### src/inc/pies_pkg.sv
package pies_pkg;
	// timing: one interval tick per millisecond at 125 MHz
	localparam int CLK_HZ        = 125000000;
	localparam int TICK_US       = 1000;
	localparam int TICK_CYCLES   = CLK_HZ / 1000000 * TICK_US;
	localparam int TICK_W        = 17;
	// packet interval period limits and defaults, in ms
	localparam logic [9:0] PIP_MIN        = 10'h001;
	localparam logic [9:0] PIP_MAX        = 10'h2EE;
	localparam logic [9:0] PIP_DEF_INPUT  = 10'h064;
	localparam logic [9:0] PIP_DEF_OUTPUT = 10'h00A;
	localparam int         PIP_W          = 10;
	// channel data
	localparam int NCHAN   = 8;
	localparam int CHAN_W  = 4;
	localparam int DATA_W  = 32;
	localparam int FIFO_DEPTH = 4;
	// connection table
	localparam int NCONN   = 4;
	localparam int CONN_W  = 2;
	// identity expected in configuration; value is arbitrary
	localparam logic [15:0] IDENT_DEFAULT = 16'h5A3C;

	// connection kinds requested by a controller
	typedef enum logic [1:0] {PIES_OPEN_OWNER, PIES_OPEN_LISTEN, PIES_CLOSE, PIES_LOSE} pies_cmd_t;

	// connection request from the backplane side
	typedef struct packed {
		pies_cmd_t           cmd;
		logic [CONN_W-1:0]   slot;
		logic                multicast;
		logic                hasConfig;
		logic [15:0]         ident;
		logic [PIP_W-1:0]    period;
	} pies_conn_req_t;

	// produced word: channel data plus framing
	typedef struct packed {
		logic                multicast;
		logic [CONN_W-1:0]   target;
		logic                newData;
		logic                echo;
		logic [CHAN_W-1:0]   chan;
		logic [DATA_W-1:0]   value;
	} pies_word_t;
	localparam int WORD_W = $bits(pies_word_t);
endpackage

### src/core/pies_fifo.sv
`timescale 1ns/1ps
`default_nettype none
module pies_fifo #(
	parameter int WIDTH = 8,
	parameter int DEPTH = 4
) (
	// clocking
	input  wire logic             mclk,
	input  wire logic             reset,
	input  wire logic             clkEn,
	// fill side
	input  wire logic             inValid,
	output logic                  inReady,
	input  wire logic [WIDTH-1:0] inData,
	// drain side
	output logic                  outValid,
	input  wire logic             outReady,
	output logic [WIDTH-1:0]      outData
);
	localparam int AW = $clog2(DEPTH);
	logic [WIDTH-1:0] mem [DEPTH];          // storage
	logic [AW-1:0]    wrPtr, next_wrPtr;    // write pointer
	logic [AW-1:0]    rdPtr, next_rdPtr;    // read pointer
	logic [AW:0]      count, next_count;    // fill level
	logic [WIDTH-1:0] next_outData;         // registered head
	logic             push, pop;

	// handshakes are combinational from the fill level
	assign inReady  = (count < (AW+1)'(DEPTH));
	assign outValid = (count != '0);
	assign push     = inValid && inReady;
	assign pop      = outValid && outReady;

	// next pointers and level
	always_comb begin
		next_wrPtr = push ? AW'(wrPtr + 1'b1) : wrPtr;
		next_rdPtr = pop ? AW'(rdPtr + 1'b1) : rdPtr;
		next_count = count + (AW+1)'(push) - (AW+1)'(pop);
		next_outData = mem[next_rdPtr];
		if (push && (wrPtr == next_rdPtr)) begin
			next_outData = inData; // write into the slot that becomes head
		end
	end

	// registers; head data registered so output comes from a flop
	always_ff @(posedge mclk) begin
		if (reset) begin
			wrPtr   <= '0;
			rdPtr   <= '0;
			count   <= '0;
			outData <= '0;
		end else if (clkEn) begin
			wrPtr   <= next_wrPtr;
			rdPtr   <= next_rdPtr;
			count   <= next_count;
			outData <= next_outData;
			if (push) begin
				mem[wrPtr] <= inData;
			end
		end
	end
endmodule
`default_nettype wire

### src/core/pies_scheduler.sv
`timescale 1ns/1ps
`default_nettype none
module pies_scheduler
	import pies_pkg::*;
#(
	// clock cycles in one interval tick; a bench may shorten it to fit whole intervals
	parameter int TICK_LEN = TICK_CYCLES
) (
	// clocking
	input  wire logic                  mclk,
	input  wire logic                  reset,
	input  wire logic                  clkEn,
	// static configuration straps
	input  wire logic                  isOutput,
	input  wire logic                  hasOutputImage,
	input  wire logic                  localChassis,
	input  wire logic [15:0]           deviceIdent,
	// connection requests
	input  wire logic                  reqValid,
	input  wire pies_conn_req_t        req,
	output logic                       reqAccept,
	output logic                       reqReject,
	// output data from the owner
	input  wire logic                  outDataValid,
	input  wire logic [CHAN_W-1:0]     outDataChan,
	// channel sampling / terminal readback
	output logic                       sampleReq,
	output logic [CHAN_W-1:0]          sampleChan,
	input  wire logic [DATA_W-1:0]     sampleValue,
	// produced stream
	output logic                       prodValid,
	input  wire logic                  prodReady,
	output pies_word_t                 prodData,
	// status
	output logic                       running,
	output logic [NCONN-1:0]           ownerMask,
	output logic [NCONN-1:0]           listenMask,
	output logic [PIP_W-1:0]           period
);
	typedef enum {S_IDLE, S_SCAN, S_ECHO} pies_state_t;

	pies_state_t       state, next_state;           // scan sequencer
	logic [TICK_W-1:0] tickCnt, next_tickCnt;       // cycles within a ms
	logic [PIP_W-1:0]  msCnt, next_msCnt;           // ms within interval
	logic [PIP_W-1:0]  next_period;                 // active interval
	logic              periodSet, next_periodSet;   // interval configured
	logic              unicastSel, next_unicastSel; // delivery mode
	logic [CONN_W-1:0] uniTarget, next_uniTarget;   // unicast destination
	logic [NCONN-1:0]  next_ownerMask, next_listenMask;
	logic [NCONN-1:0]  mcOwnerMask, next_mcOwnerMask; // multicast owners
	logic              next_running;
	logic [CHAN_W-1:0] chanCnt, next_chanCnt;       // scan position
	logic              firstWord, next_firstWord;   // marks new data
	logic              next_reqAccept, next_reqReject;
	logic              expire;                      // interval elapsed
	logic              fifoInReady;
	logic              fifoInValid;
	pies_word_t        fifoInData;
	logic              periodOk, identOk, oneOwnerOnly;

	// range and identity checks on an incoming configuration
	assign periodOk     = (req.period >= PIP_MIN) && (req.period <= PIP_MAX);
	assign identOk      = (req.ident == deviceIdent);
	assign oneOwnerOnly = isOutput || hasOutputImage;
	assign expire = running && (tickCnt == TICK_W'(TICK_LEN - 1))
		&& (msCnt == period - 1'b1);

	// connection manager: owners, listeners, configuration
	always_comb begin
		next_ownerMask   = ownerMask;
		next_listenMask  = listenMask;
		next_mcOwnerMask = mcOwnerMask;
		next_period      = period;
		next_periodSet   = periodSet;
		next_unicastSel  = unicastSel;
		next_uniTarget   = uniTarget;
		next_reqAccept   = 1'b0;
		next_reqReject   = 1'b0;
		if (!periodSet) begin
			next_period = isOutput ? PIP_DEF_OUTPUT : PIP_DEF_INPUT;
		end
		if (reqValid) begin
			case (req.cmd)
				PIES_OPEN_OWNER: begin
					// configuration must carry identity and a legal period; with one owner only, no other slot may hold an owner
					if (!req.hasConfig || !identOk || !periodOk ||
						(oneOwnerOnly && (ownerMask & ~(NCONN'(1) << req.slot)) != '0)) begin
						next_reqReject = 1'b1;
					end else begin
						next_ownerMask[req.slot]   = 1'b1;
						next_mcOwnerMask[req.slot] = req.multicast || localChassis;
						next_period     = req.period;  // only legal value reaches here
						next_periodSet  = 1'b1;
						next_unicastSel = !req.multicast;                 // as configured
						next_uniTarget  = req.slot;
						next_reqAccept  = 1'b1;
					end
				end
				PIES_OPEN_LISTEN: begin
					// no configuration moves; needs a live owner, and a multicast owner for a multicast listener
					if (req.hasConfig || ownerMask == '0 ||
						(req.multicast && mcOwnerMask == '0)) begin
						next_reqReject = 1'b1;
					end else begin
						next_listenMask[req.slot] = 1'b1;
						next_reqAccept = 1'b1;
					end
				end
				PIES_CLOSE, PIES_LOSE: begin
					next_ownerMask[req.slot]   = 1'b0;
					next_mcOwnerMask[req.slot] = 1'b0;
					next_listenMask[req.slot]  = 1'b0;
					next_reqAccept = 1'b1;
				end
				default: begin
					next_reqReject = 1'b1;
				end
			endcase
		end
		// losing every owner drops all listeners
		if (next_ownerMask == '0) begin
			next_listenMask = '0;
		end
		// with multicast delivery (unicastSel low) a multicast listener cannot live without multicast owners; keep it simple: drop all
		if (next_mcOwnerMask == '0 && mcOwnerMask != '0 && !unicastSel) begin
			next_listenMask = '0;
		end
		next_running = (next_ownerMask != '0);
	end

	// interval timer: 1 ms tick, interval count restarts on expiry
	always_comb begin
		next_tickCnt = tickCnt;
		next_msCnt   = msCnt;
		if (!running) begin
			next_tickCnt = '0;
			next_msCnt   = '0;
		end else if (tickCnt == TICK_W'(TICK_LEN - 1)) begin
			next_tickCnt = '0;
			next_msCnt   = expire ? '0 : PIP_W'(msCnt + 1'b1);
		end else begin
			next_tickCnt = TICK_W'(tickCnt + 1'b1);
		end
	end

	// scan sequencer: walk all channels into the fifo, then idle
	always_comb begin
		next_state     = state;
		next_chanCnt   = chanCnt;
		next_firstWord = firstWord;
		fifoInValid    = 1'b0;
		case (state)
			S_IDLE: begin
				if (expire && !isOutput) begin
					next_state     = S_SCAN;
					next_chanCnt   = '0;
					next_firstWord = 1'b1;
				end else if (outDataValid && running && isOutput) begin
					next_state = S_ECHO;
				end
			end
			S_SCAN: begin
				fifoInValid = 1'b1;
				if (fifoInReady) begin
					next_firstWord = 1'b0;
					next_chanCnt   = CHAN_W'(chanCnt + 1'b1);
					if (chanCnt == CHAN_W'(NCHAN - 1)) begin
						next_state = S_IDLE;
					end
				end
			end
			S_ECHO: begin
				fifoInValid = 1'b1;
				if (fifoInReady) begin
					next_state = S_IDLE;
				end
			end
			default: begin
				next_state = S_IDLE;
			end
		endcase
		if (!running) begin
			next_state = S_IDLE;
		end
	end

	// sample port and the produced word
	assign sampleReq  = (state == S_SCAN) || (state == S_ECHO);
	assign sampleChan = (state == S_ECHO) ? outDataChan : chanCnt;
	always_comb begin
		fifoInData           = '0;
		// same chassis forces multicast on every word while the strap is set; the strap is read live, not latched
		fifoInData.multicast = !unicastSel || localChassis;
		fifoInData.target    = uniTarget;
		fifoInData.newData   = firstWord || (state == S_ECHO);
		fifoInData.echo      = (state == S_ECHO);
		fifoInData.chan      = sampleChan;
		fifoInData.value     = sampleValue;
	end

	// registers of every group
	always_ff @(posedge mclk) begin
		if (reset) begin
			state       <= S_IDLE;
			tickCnt     <= '0;
			msCnt       <= '0;
			period      <= PIP_DEF_INPUT;
			periodSet   <= 1'b0;
			unicastSel  <= 1'b0;
			uniTarget   <= '0;
			ownerMask   <= '0;
			listenMask  <= '0;
			mcOwnerMask <= '0;
			running     <= 1'b0;
			chanCnt     <= '0;
			firstWord   <= 1'b0;
			reqAccept   <= 1'b0;
			reqReject   <= 1'b0;
		end else if (clkEn) begin
			state       <= next_state;
			tickCnt     <= next_tickCnt;
			msCnt       <= next_msCnt;
			period      <= next_period;
			periodSet   <= next_periodSet;
			unicastSel  <= next_unicastSel;
			uniTarget   <= next_uniTarget;
			ownerMask   <= next_ownerMask;
			listenMask  <= next_listenMask;
			mcOwnerMask <= next_mcOwnerMask;
			running     <= next_running;
			chanCnt     <= next_chanCnt;
			firstWord   <= next_firstWord;
			reqAccept   <= next_reqAccept;
			reqReject   <= next_reqReject;
		end
	end

	// output fifo decouples the scan from backplane stalls
	pies_fifo #(
		.WIDTH (WORD_W),
		.DEPTH (FIFO_DEPTH)
	) u_fifo (
		.mclk     (mclk),
		.reset    (reset),
		.clkEn    (clkEn),
		.inValid  (fifoInValid),
		.inReady  (fifoInReady),
		.inData   (fifoInData),
		.outValid (prodValid),
		.outReady (prodReady),
		.outData  (prodData)
	);

	// checks
	a_period_range: assert property (@(posedge mclk) disable iff (reset)
		(period >= PIP_MIN) && (period <= PIP_MAX))
		else $error("interval out of range");
	a_default_period: assert property (@(posedge mclk) disable iff (reset)
		(clkEn && !next_periodSet) |=> (period == (isOutput ? PIP_DEF_OUTPUT : PIP_DEF_INPUT)))
		else $error("default interval wrong");
	a_scan_after_expiry: assert property (@(posedge mclk) disable iff (reset)
		(clkEn && expire && !isOutput && state == S_IDLE) |=> (state == S_SCAN))
		else $error("scan did not start on expiry");
	a_local_multicast: assert property (@(posedge mclk) disable iff (reset)
		(localChassis && fifoInValid) |-> fifoInData.multicast)
		else $error("local delivery not multicast");
	a_new_data_flag: assert property (@(posedge mclk) disable iff (reset)
		(clkEn && $rose(state == S_SCAN)) |-> fifoInData.newData)
		else $error("first word not flagged new");
	a_echo_follows: assert property (@(posedge mclk) disable iff (reset)
		(clkEn && state == S_IDLE && outDataValid && running && isOutput && !expire) |=> (state == S_ECHO))
		else $error("no echo for new output data");
	a_owner_loss: assert property (@(posedge mclk) disable iff (reset)
		(ownerMask == '0) |-> (listenMask == '0))
		else $error("listener survives owner loss");
	a_single_owner: assert property (@(posedge mclk) disable iff (reset)
		(isOutput || hasOutputImage) |-> $onehot0(ownerMask))
		else $error("second owner accepted");
	a_ident_reject: assert property (@(posedge mclk) disable iff (reset)
		(clkEn && reqValid && req.cmd == PIES_OPEN_OWNER && req.ident != deviceIdent) |=> reqReject)
		else $error("bad identity accepted");
	a_timer_restart: assert property (@(posedge mclk) disable iff (reset)
		(clkEn && expire) |=> (msCnt == '0 || !running))
		else $error("interval count not restarted");
endmodule
`default_nettype wire

### config.mk
export PLATFORM = sky130hd
export DESIGN_NAME = pies_scheduler
export DESIGN_NICKNAME = d
export VERILOG_FILES = /design/src/inc/pies_pkg.sv /design/src/core/pies_fifo.sv /design/src/core/pies_scheduler.sv
export SDC_FILE = /design/constraint.sdc
export NUM_CORES = 1
export LEC_CHECK = 0
export BUFFER_PORTS_ARGS = -buffer_cell sky130_fd_sc_hd__buf_2
export CORE_MARGIN = 10
export CORE_UTILIZATION = 45
export DETAILED_ROUTE_END_ITERATION = 6
export PLACE_DENSITY_LB_ADDON = 0.12
export SLEW_MARGIN = 20
export SYNTH_ARGS = -nofsm -noshare
export SYNTH_HDL_FRONTEND = slang
export SYNTH_SLANG_ARGS = --single-unit
### constraint.sdc
create_clock -name mclk -period 3 [get_ports mclk]
set_input_delay 0.15 -clock mclk [delete_from_list [all_inputs] [get_ports mclk]]
set_output_delay 0.15 -clock mclk [all_outputs]
set_load 0.02 [all_outputs]
# After elaboration in Yosys (flattened, before gate mapping)
# Memories as Yosys holds them, arrays and structs flattened. A register that Yosys moved wholly into a read port is not among the register bits.
# Cells that the tools add are included.
word_totals:
  register_bits: 100
  ram_bits: 164
  out_inout_bits: 68
  wordCells: 163
  n_memories: 1
mem_list:
  columns: ["name", "depth", "word_bits", "rd", "rd_clocked_by_memory_dff", "write_ports", "line", "source"]
  rows:
  - ["u_fifo.mem", 4, 41, 1, 1, 1, "pies_fifo.sv:21", "logic [WIDTH-1:0] mem [DEPTH];"]
op_classes:
  add_sub_neg: 8
  order_cmp: 5
  eq_ne: 19
  shift: 1
  muxes: 52
  bitwise: 9
  reduce_logical: 50
op_table:
  columns: ["op", "count"]
  rows:
  - ["32-bit two-way mux", 6]
  - ["32-bit one-hot mux with 3 select lines", 1]
  - ["10-bit two-way mux", 7]
  - ["32-bit by 2-bit == test with 1-bit output, second input constant", 2]
  - ["4-bit two-way mux", 11]
  - ["17-bit two-way mux", 2]
  - ["32-bit by 1-bit == test with 1-bit output, second input constant", 1]
  - ["32-bit by 3-bit == test with 1-bit output, second input constant", 1]
  - ["32-bit zero test", 1]
  - ["4-bit one-hot mux with 2 select lines", 4]
  - ["17-bit by 1-bit adder with 17-bit output, second input constant", 1]
  - ["17-bit == test, second input constant", 1]
  - ["4-bit bitwise AND", 4]
  - ["16-bit == test", 1]
  - ["4-bit zero test", 4]
  - ["4-bit nonzero test", 4]
  - ["1-bit two-way mux", 14]
  - ["1-bit logical AND", 13]
  - ["4-bit AND reduction", 3]
  - ["10-bit by 1-bit adder with 10-bit output, second input constant", 1]
  - ["10-bit == test", 1]
  - ["10-bit by 1-bit >= comparator with 1-bit output, second input constant", 1]
  - ["10-bit <= comparator, second input constant", 1]
  - ["1-bit logical OR", 10]
  - ["33 further kinds", 49]

# Depth between registers and ports, before layout
depth:
  word_depth: 14
  ltp_mapped: 12

# Hierarchy
# A second synthesis with hierarchy kept.
hier_totals:
  cells_unflattened: 1073
  area_unflattened_um2: 13746.9
modules_own_cells:
  columns: ["mod", "n_inst", "cells_each", "area_per_inst_um2"]
  rows:
  - ["pies_fifo", 1, 608, 9928.3]
  - ["pies_scheduler", 1, 465, 3818.7]

# Worst setup path after synthesis
# No wires, ideal clock.
synth_timing:
  kind: "reg2reg"
  start: "register state[0]"
  end: "memory u_fifo.mem[0][0] (netlist name), enable pin"
  setup_ns: 0.402
  arrival_ns: 2.423
  required_time_ns: 2.598
  setup_slack_ns: 0.174
  path_stages_with_launch: 7
  path_buffers: 0
  synth_period_minus_slack_ns: 2.826
  cell_sequence: "dfxtp_1 inv_1 ha_1 nor2b_1 nand2_1 nor2_1 and2_1"
synth_between:
  elab_chain_cells: 8
  elab_cells_between_ends: 9
synth_lines:
  columns: ["item", "line", "source"]
  rows:
  - ["start, declared", "pies_scheduler.sv:42", "pies_state_t state, next_state;"]
  - ["start signal, assigned", "pies_scheduler.sv:220", "state <= next_state;"]
  - ["32-bit by 2-bit == test with 1-bit output / 32-bit by 1-bit == test with 1-bit output (equally long branches)", "pies_scheduler.sv:152", "case (state)"]
  - ["2-bit OR reduction (no line) *", null, null]
  - ["1-bit two-way mux *", "pies_scheduler.sv:152", null]
  - ["1-bit logical AND *", "pies_fifo.sv:31", "assign push = inValid && inReady;"]
  - ["1-bit two-way mux *", "pies_fifo.sv:57", "if (push) begin"]
  - ["1-bit two-way mux *", "pies_fifo.sv:52", "end else if (clkEn) begin"]
  - ["1-bit two-way mux *", "pies_fifo.sv:47", "if (reset) begin"]
  - ["1-bit two-way mux (implied by the code) *", "pies_fifo.sv:58", "mem[wrPtr] <= inData;"]
  - ["end, declared", "pies_fifo.sv:21", null]
# Mark *: on every way between the ends. The rest lies on a longest branch, timed or not.

# Worst setup path after layout
layout_timing:
  start: "register period[0]"
  end: "register chanCnt[0]"
layout_between:
  elab_chain_cells: 6
layout_lines:
  columns: ["item", "line", "source"]
  rows:
  - ["start, declared", "pies_scheduler.sv:38", "output logic [PIP_W-1:0] period"]
  - ["start signal, assigned", "pies_scheduler.sv:223", "period <= next_period;"]
  - ["10-bit by 1-bit subtractor with 10-bit output", "pies_scheduler.sv:66", "&& (msCnt == period - 1'b1);"]
  - ["10-bit == test", "pies_scheduler.sv:66", null]
  - ["1-bit logical AND", "pies_scheduler.sv:66", null]
  - ["1-bit logical AND", "pies_scheduler.sv:154", "if (expire && !isOutput) begin"]
  - ["2-bit != test (no line)", null, null]
  - ["4-bit AND reduction (no line)", null, null]
  - ["end signal, assigned", "pies_scheduler.sv:231", "chanCnt <= next_chanCnt;"]
  - ["end, declared", "pies_scheduler.sv:52", "logic [CHAN_W-1:0] chanCnt, next_chanCnt;"]
# Every way passes these cells.
# A chain may end at the register's enable or synchronous reset.

==> results.sh <==
export IMPL_run_status="complete, no violations"
export IMPL_grt_remaining_overflow=0
export IMPL_cp_start_kind="flip-flop"
export IMPL_tightestPinTransition_ns=0.780
export IMPL_layout_cells_non_filler=1506
export IMPL_vdd_ir_drop_worst_mv=0.403
export IMPL_cellLeakagePower_nw=5.69
export IMPL_nNetsFinal=1256
export IMPL_largest_family_of_logic_cells_by_synthesized_area="multiplexers"
export IMPL_register_area_um2=7150
export IMPL_cts_made_buffers=29
export IMPL_max_clock_freq_mhz=372
export IMPL_globalRouteTotalUtil=0.165
export IMPL_setup_violations_final=0
export IMPL_p_total_w=0.00878
export IMPL_r2r_start="period[0]$_SDFFE_PP0P_"
export IMPL_dieArea_um2=33800
export IMPL_synth_largest_type_area_fraction=0.408
export IMPL_hold_buffers=49
export IMPL_yosysSeqAreaShare=0.591
export IMPL_hold_path_depth=2
export IMPL_cp_arrival_ns=3.12
export IMPL_regToRegEndpoint="chanCnt[0]$_SDFFE_PP0P_"
export IMPL_cp_startpoint="period[0]$_SDFFE_PP0P_"
export IMPL_routedWlPerCell_um=18.8
export IMPL_fill_cells=2185
export IMPL_worst_skew_pair_late_latency_ns=0.53
export IMPL_post_synth_top_count_cell="sky130_fd_sc_hd__edfxtp_1"
export IMPL_synthesis_yosys_warnings=0
export IMPL_clk_transition_reported_paths_ns=0.06
export IMPL_ff2ff_path_depth=10
export IMPL_synth_xor_area_frac=0.0444
export IMPL_dr_total_vias=8209
export IMPL_drc_violation_total_after_the_first_tritonroute_iteration=417
export IMPL_grt_pass1_vias=8285
export IMPL_place_gp_congestion=0.852
export IMPL_fp_row_count=59
export IMPL_finalCritPeriodShare=0.896
export IMPL_design_portCount=161
export IMPL_synth_mux_area_fraction=0.120
export IMPL_syn_area_um2=12100
export IMPL_worst_r2r_setup_slack_ns=0.31
export IMPL_drv_max_cap_violation_count=0
export IMPL_cts_root_buffer="sky130_fd_sc_hd__clkbuf_16"
export IMPL_final_layout_size_suffix_gt1_frac=0.249
export IMPL_multi_input_comb_area_um2=4580
export IMPL_fp_dieW_um=184
export IMPL_postSynthRegisterBits=275
export IMPL_post_route_skew_ns=0.00615
export IMPL_synth_largest_area_cell="sky130_fd_sc_hd__edfxtp_1"
export IMPL_ys_async_rst_share=0
export IMPL_worstSetupEndpoint="chanCnt[0]$_SDFFE_PP0P_"
export IMPL_compound_cell_area_share_of_the_yosys_netlist=0.0823
export IMPL_period_minus_slack_ns=2.69
export IMPL_largest_net_degree_at_the_start_of_global_routing=72
export IMPL_report_final_hold_viol_count=0
export IMPL_crit_fanout=9
export IMPL_initial_utilization=0.461
export IMPL_initial_antenna_violation_count=1
export IMPL_placement_io_buffers=160
export IMPL_worst_setup_path_end_kind="flip-flop"
export IMPL_worst_slew_margin_rel=0.480
export IMPL_worstHoldPathType="input pin to flip-flop"
export IMPL_syn_to_final_growth_pct=21.7
export IMPL_synth_simple_area_share=0.117
export IMPL_cts_htree_levels=1
export IMPL_wl_um=28300
export IMPL_synth_net_count=1041
export IMPL_worst_ep_required_time_ns=3.43
export IMPL_synthCells=934
export IMPL_tritoncts_num_sinks=275
export IMPL_power_density_nw_per_um2=597
export IMPL_clk_buf_depth=3
export IMPL_die_h_um=184
export IMPL_post_synth_fa_ha_maj_area_fraction=0.0151
export IMPL_timing_max_transition_violations_final=0
export IMPL_grt_first_pass_wirelength_um=45300
export IMPL_ys_dominant_reg_cell="sky130_fd_sc_hd__edfxtp_1"
export IMPL_placeableCoreArea_um2=26200
export IMPL_rsz0062_at_grt="no"
export IMPL_via_per_inst=5.45
export IMPL_critPathKind="flip-flop to flip-flop"
export IMPL_synthTopCellsByArea="sky130_fd_sc_hd__edfxtp_1 41%, sky130_fd_sc_hd__dfxtp_1 18%, sky130_fd_sc_hd__mux4_2 7.6%, sky130_fd_sc_hd__mux2i_1 3.9%, sky130_fd_sc_hd__nor2_1 3.5%"
export IMPL_post_cts_setup_buffers=0
export IMPL_setup_tns_ns=0
export IMPL_drc=0
export IMPL_firstDrtPassIters=5
export IMPL_synth_top_cells_by_count="164 x sky130_fd_sc_hd__edfxtp_1, 114 x sky130_fd_sc_hd__nor2_1, 111 x sky130_fd_sc_hd__dfxtp_1, 52 x sky130_fd_sc_hd__nand2_1"
export IMPL_synthDistinctLibCells=74
export IMPL_dp_final_hpwl_um=19100
export IMPL_dp_cells=1404
export IMPL_avgSynthCellArea_um2=12.9
export IMPL_hold_path_startpoint="reset"
export IMPL_cts_tree="yes"
export IMPL_cts_repair_resize_count=0
export IMPL_antenna_left=0
export IMPL_number_of_enable_flip_flop_cells_after_synthesis=164
-- placed cells by master, fill, tap and decap left out, types with 6 or more instances in the layout --
| master | instances |
|---|---|
| sky130_fd_sc_hd__clkbuf_16 | 29 |
| sky130_fd_sc_hd__a22oi_1 | 6 |
| sky130_fd_sc_hd__clkbuf_1 | 6 |
| sky130_fd_sc_hd__nand3_1 | 21 |
| sky130_fd_sc_hd__a21oi_1 | 22 |
| sky130_fd_sc_hd__edfxtp_1 | 164 |
| sky130_fd_sc_hd__mux2i_1 | 47 |
| sky130_fd_sc_hd__o22ai_1 | 6 |
| sky130_fd_sc_hd__buf_4 | 24 |
| sky130_fd_sc_hd__nor2b_1 | 7 |
| sky130_fd_sc_hd__mux4_2 | 41 |
| sky130_fd_sc_hd__xnor2_1 | 35 |
| sky130_fd_sc_hd__nor3_1 | 9 |
| sky130_fd_sc_hd__nand2_1 | 52 |
| sky130_fd_sc_hd__dfxtp_1 | 111 |
| sky130_fd_sc_hd__a211oi_1 | 47 |
| sky130_fd_sc_hd__nor4_1 | 7 |
| sky130_fd_sc_hd__inv_1 | 17 |
| sky130_fd_sc_hd__o21ai_0 | 8 |
| sky130_fd_sc_hd__clkinv_1 | 6 |
| sky130_fd_sc_hd__ha_1 | 13 |
| sky130_fd_sc_hd__nor2_1 | 114 |
| sky130_fd_sc_hd__buf_2 | 159 |
| sky130_fd_sc_hd__o21ai_1 | 7 |
| sky130_fd_sc_hd__xor2_1 | 20 |
| sky130_fd_sc_hd__nand2b_1 | 7 |
| sky130_fd_sc_hd__dlygate4sd3_1 | 49 |
| sky130_fd_sc_hd__and3_1 | 7 |
| sky130_fd_sc_hd__nand4_1 | 18 |
| sky130_fd_sc_hd__and2_1 | 9 |
-- through the flow --
stage | util | worst slack, ns | hold slack (ns) | cell area [um2]
2_1_floorplan | - | 0.174 | 0.249 | 12100
3_3_place_gp | 0.507 | 0.342 | 0.386 | 13300
3_5_place_dp | 0.507 | 0.311 | 0.385 | 13300
4_1_cts | 0.561 | 0.296 | 0.00812 | 14700
5_1_grt | 0.561 | 0.0400 | 0.0300 | 14700
6_report | 0.561 | 0.311 | 0.0314 | 14700
-- cell type report --
class,count,share of cell area
well taps,335,0.0285
multi-input cells,589,0.312
flip-flops and latches,275,0.486
inverters,17,0.00434
clock inverters,14,0.00936
diodes,1,0.000170
repair buffers,237,0.106
clock buffers,38,0.0537
-- flip-flops by register name (all words and copies together) (netlist names) --
register and flops:
u_fifo.outData 41, uniTarget 2, u_fifo.rdPtr 2, mcOwnerMask 4
firstWord 1, msCnt 10, u_fifo.wrPtr 2, tickCnt 17
periodSet 1, listenMask 4, period 10, running 1
unicastSel 1, reqAccept 1, state 2, u_fifo.count 3
reqReject 1, ownerMask 4, chanCnt 4, u_fifo.mem 164
-- critical path, cell delays in order (launching register included) --
cell and delay [ns]:
sky130_fd_sc_hd__dfxtp_1 0.44, sky130_fd_sc_hd__inv_1 0.07, sky130_fd_sc_hd__ha_1 0.30, sky130_fd_sc_hd__nor2b_1 0.16
sky130_fd_sc_hd__or3_1 0.34, sky130_fd_sc_hd__a31oi_1 0.17, sky130_fd_sc_hd__nand4_1 0.18, sky130_fd_sc_hd__nor4_4 0.22
sky130_fd_sc_hd__o21ai_2 0.12, sky130_fd_sc_hd__o31a_1 0.36, sky130_fd_sc_hd__a22o_1 0.23
-- layer usage --
metal,vias to the layer above,global-route usage,part of all wire
met4,0,0.0403,0.019
met3,47,0.0253,0.036
met1,4040,0.223,0.47
met5,-,0,0
met2,165,0.271,0.48
li1,3957,-,-
-- kinds of logic after synthesis --
group	Yosys count
simple gates	285
flops	275
compound gates	140
mux	93
buf+inv	70
xor+xnor	57
fa+ha+maj	14
-- how the worst min path moves through the flow --
stage / slack [ns] / end
after floorplan: 0.25 / u_fifo.mem[0][0]$_DFFE_PP_
after global placement: 0.39 / u_fifo.mem[2][4]$_DFFE_PP_
after detailed placement: 0.38 / u_fifo.mem[2][13]$_DFFE_PP_
after CTS: 0.008 / ownerMask[1]$_SDFFE_PP0P_
after global routing: 0.03 / u_fifo.mem[0][32]$_DFFE_PP_
final: 0.03 / u_fifo.count[2]$_SDFFE_PP0P_
-- power breakdown --
part	leakage, nW	internal, W	switching [W]	total (W)
sequential	2.39	0.00407	0.0000614	0.00413
clock	0.457	0.00209	0.00141	0.00350
combinational	2.85	0.000566	0.000584	0.00115
Note: power is estimated with default switching activity, not from simulation.
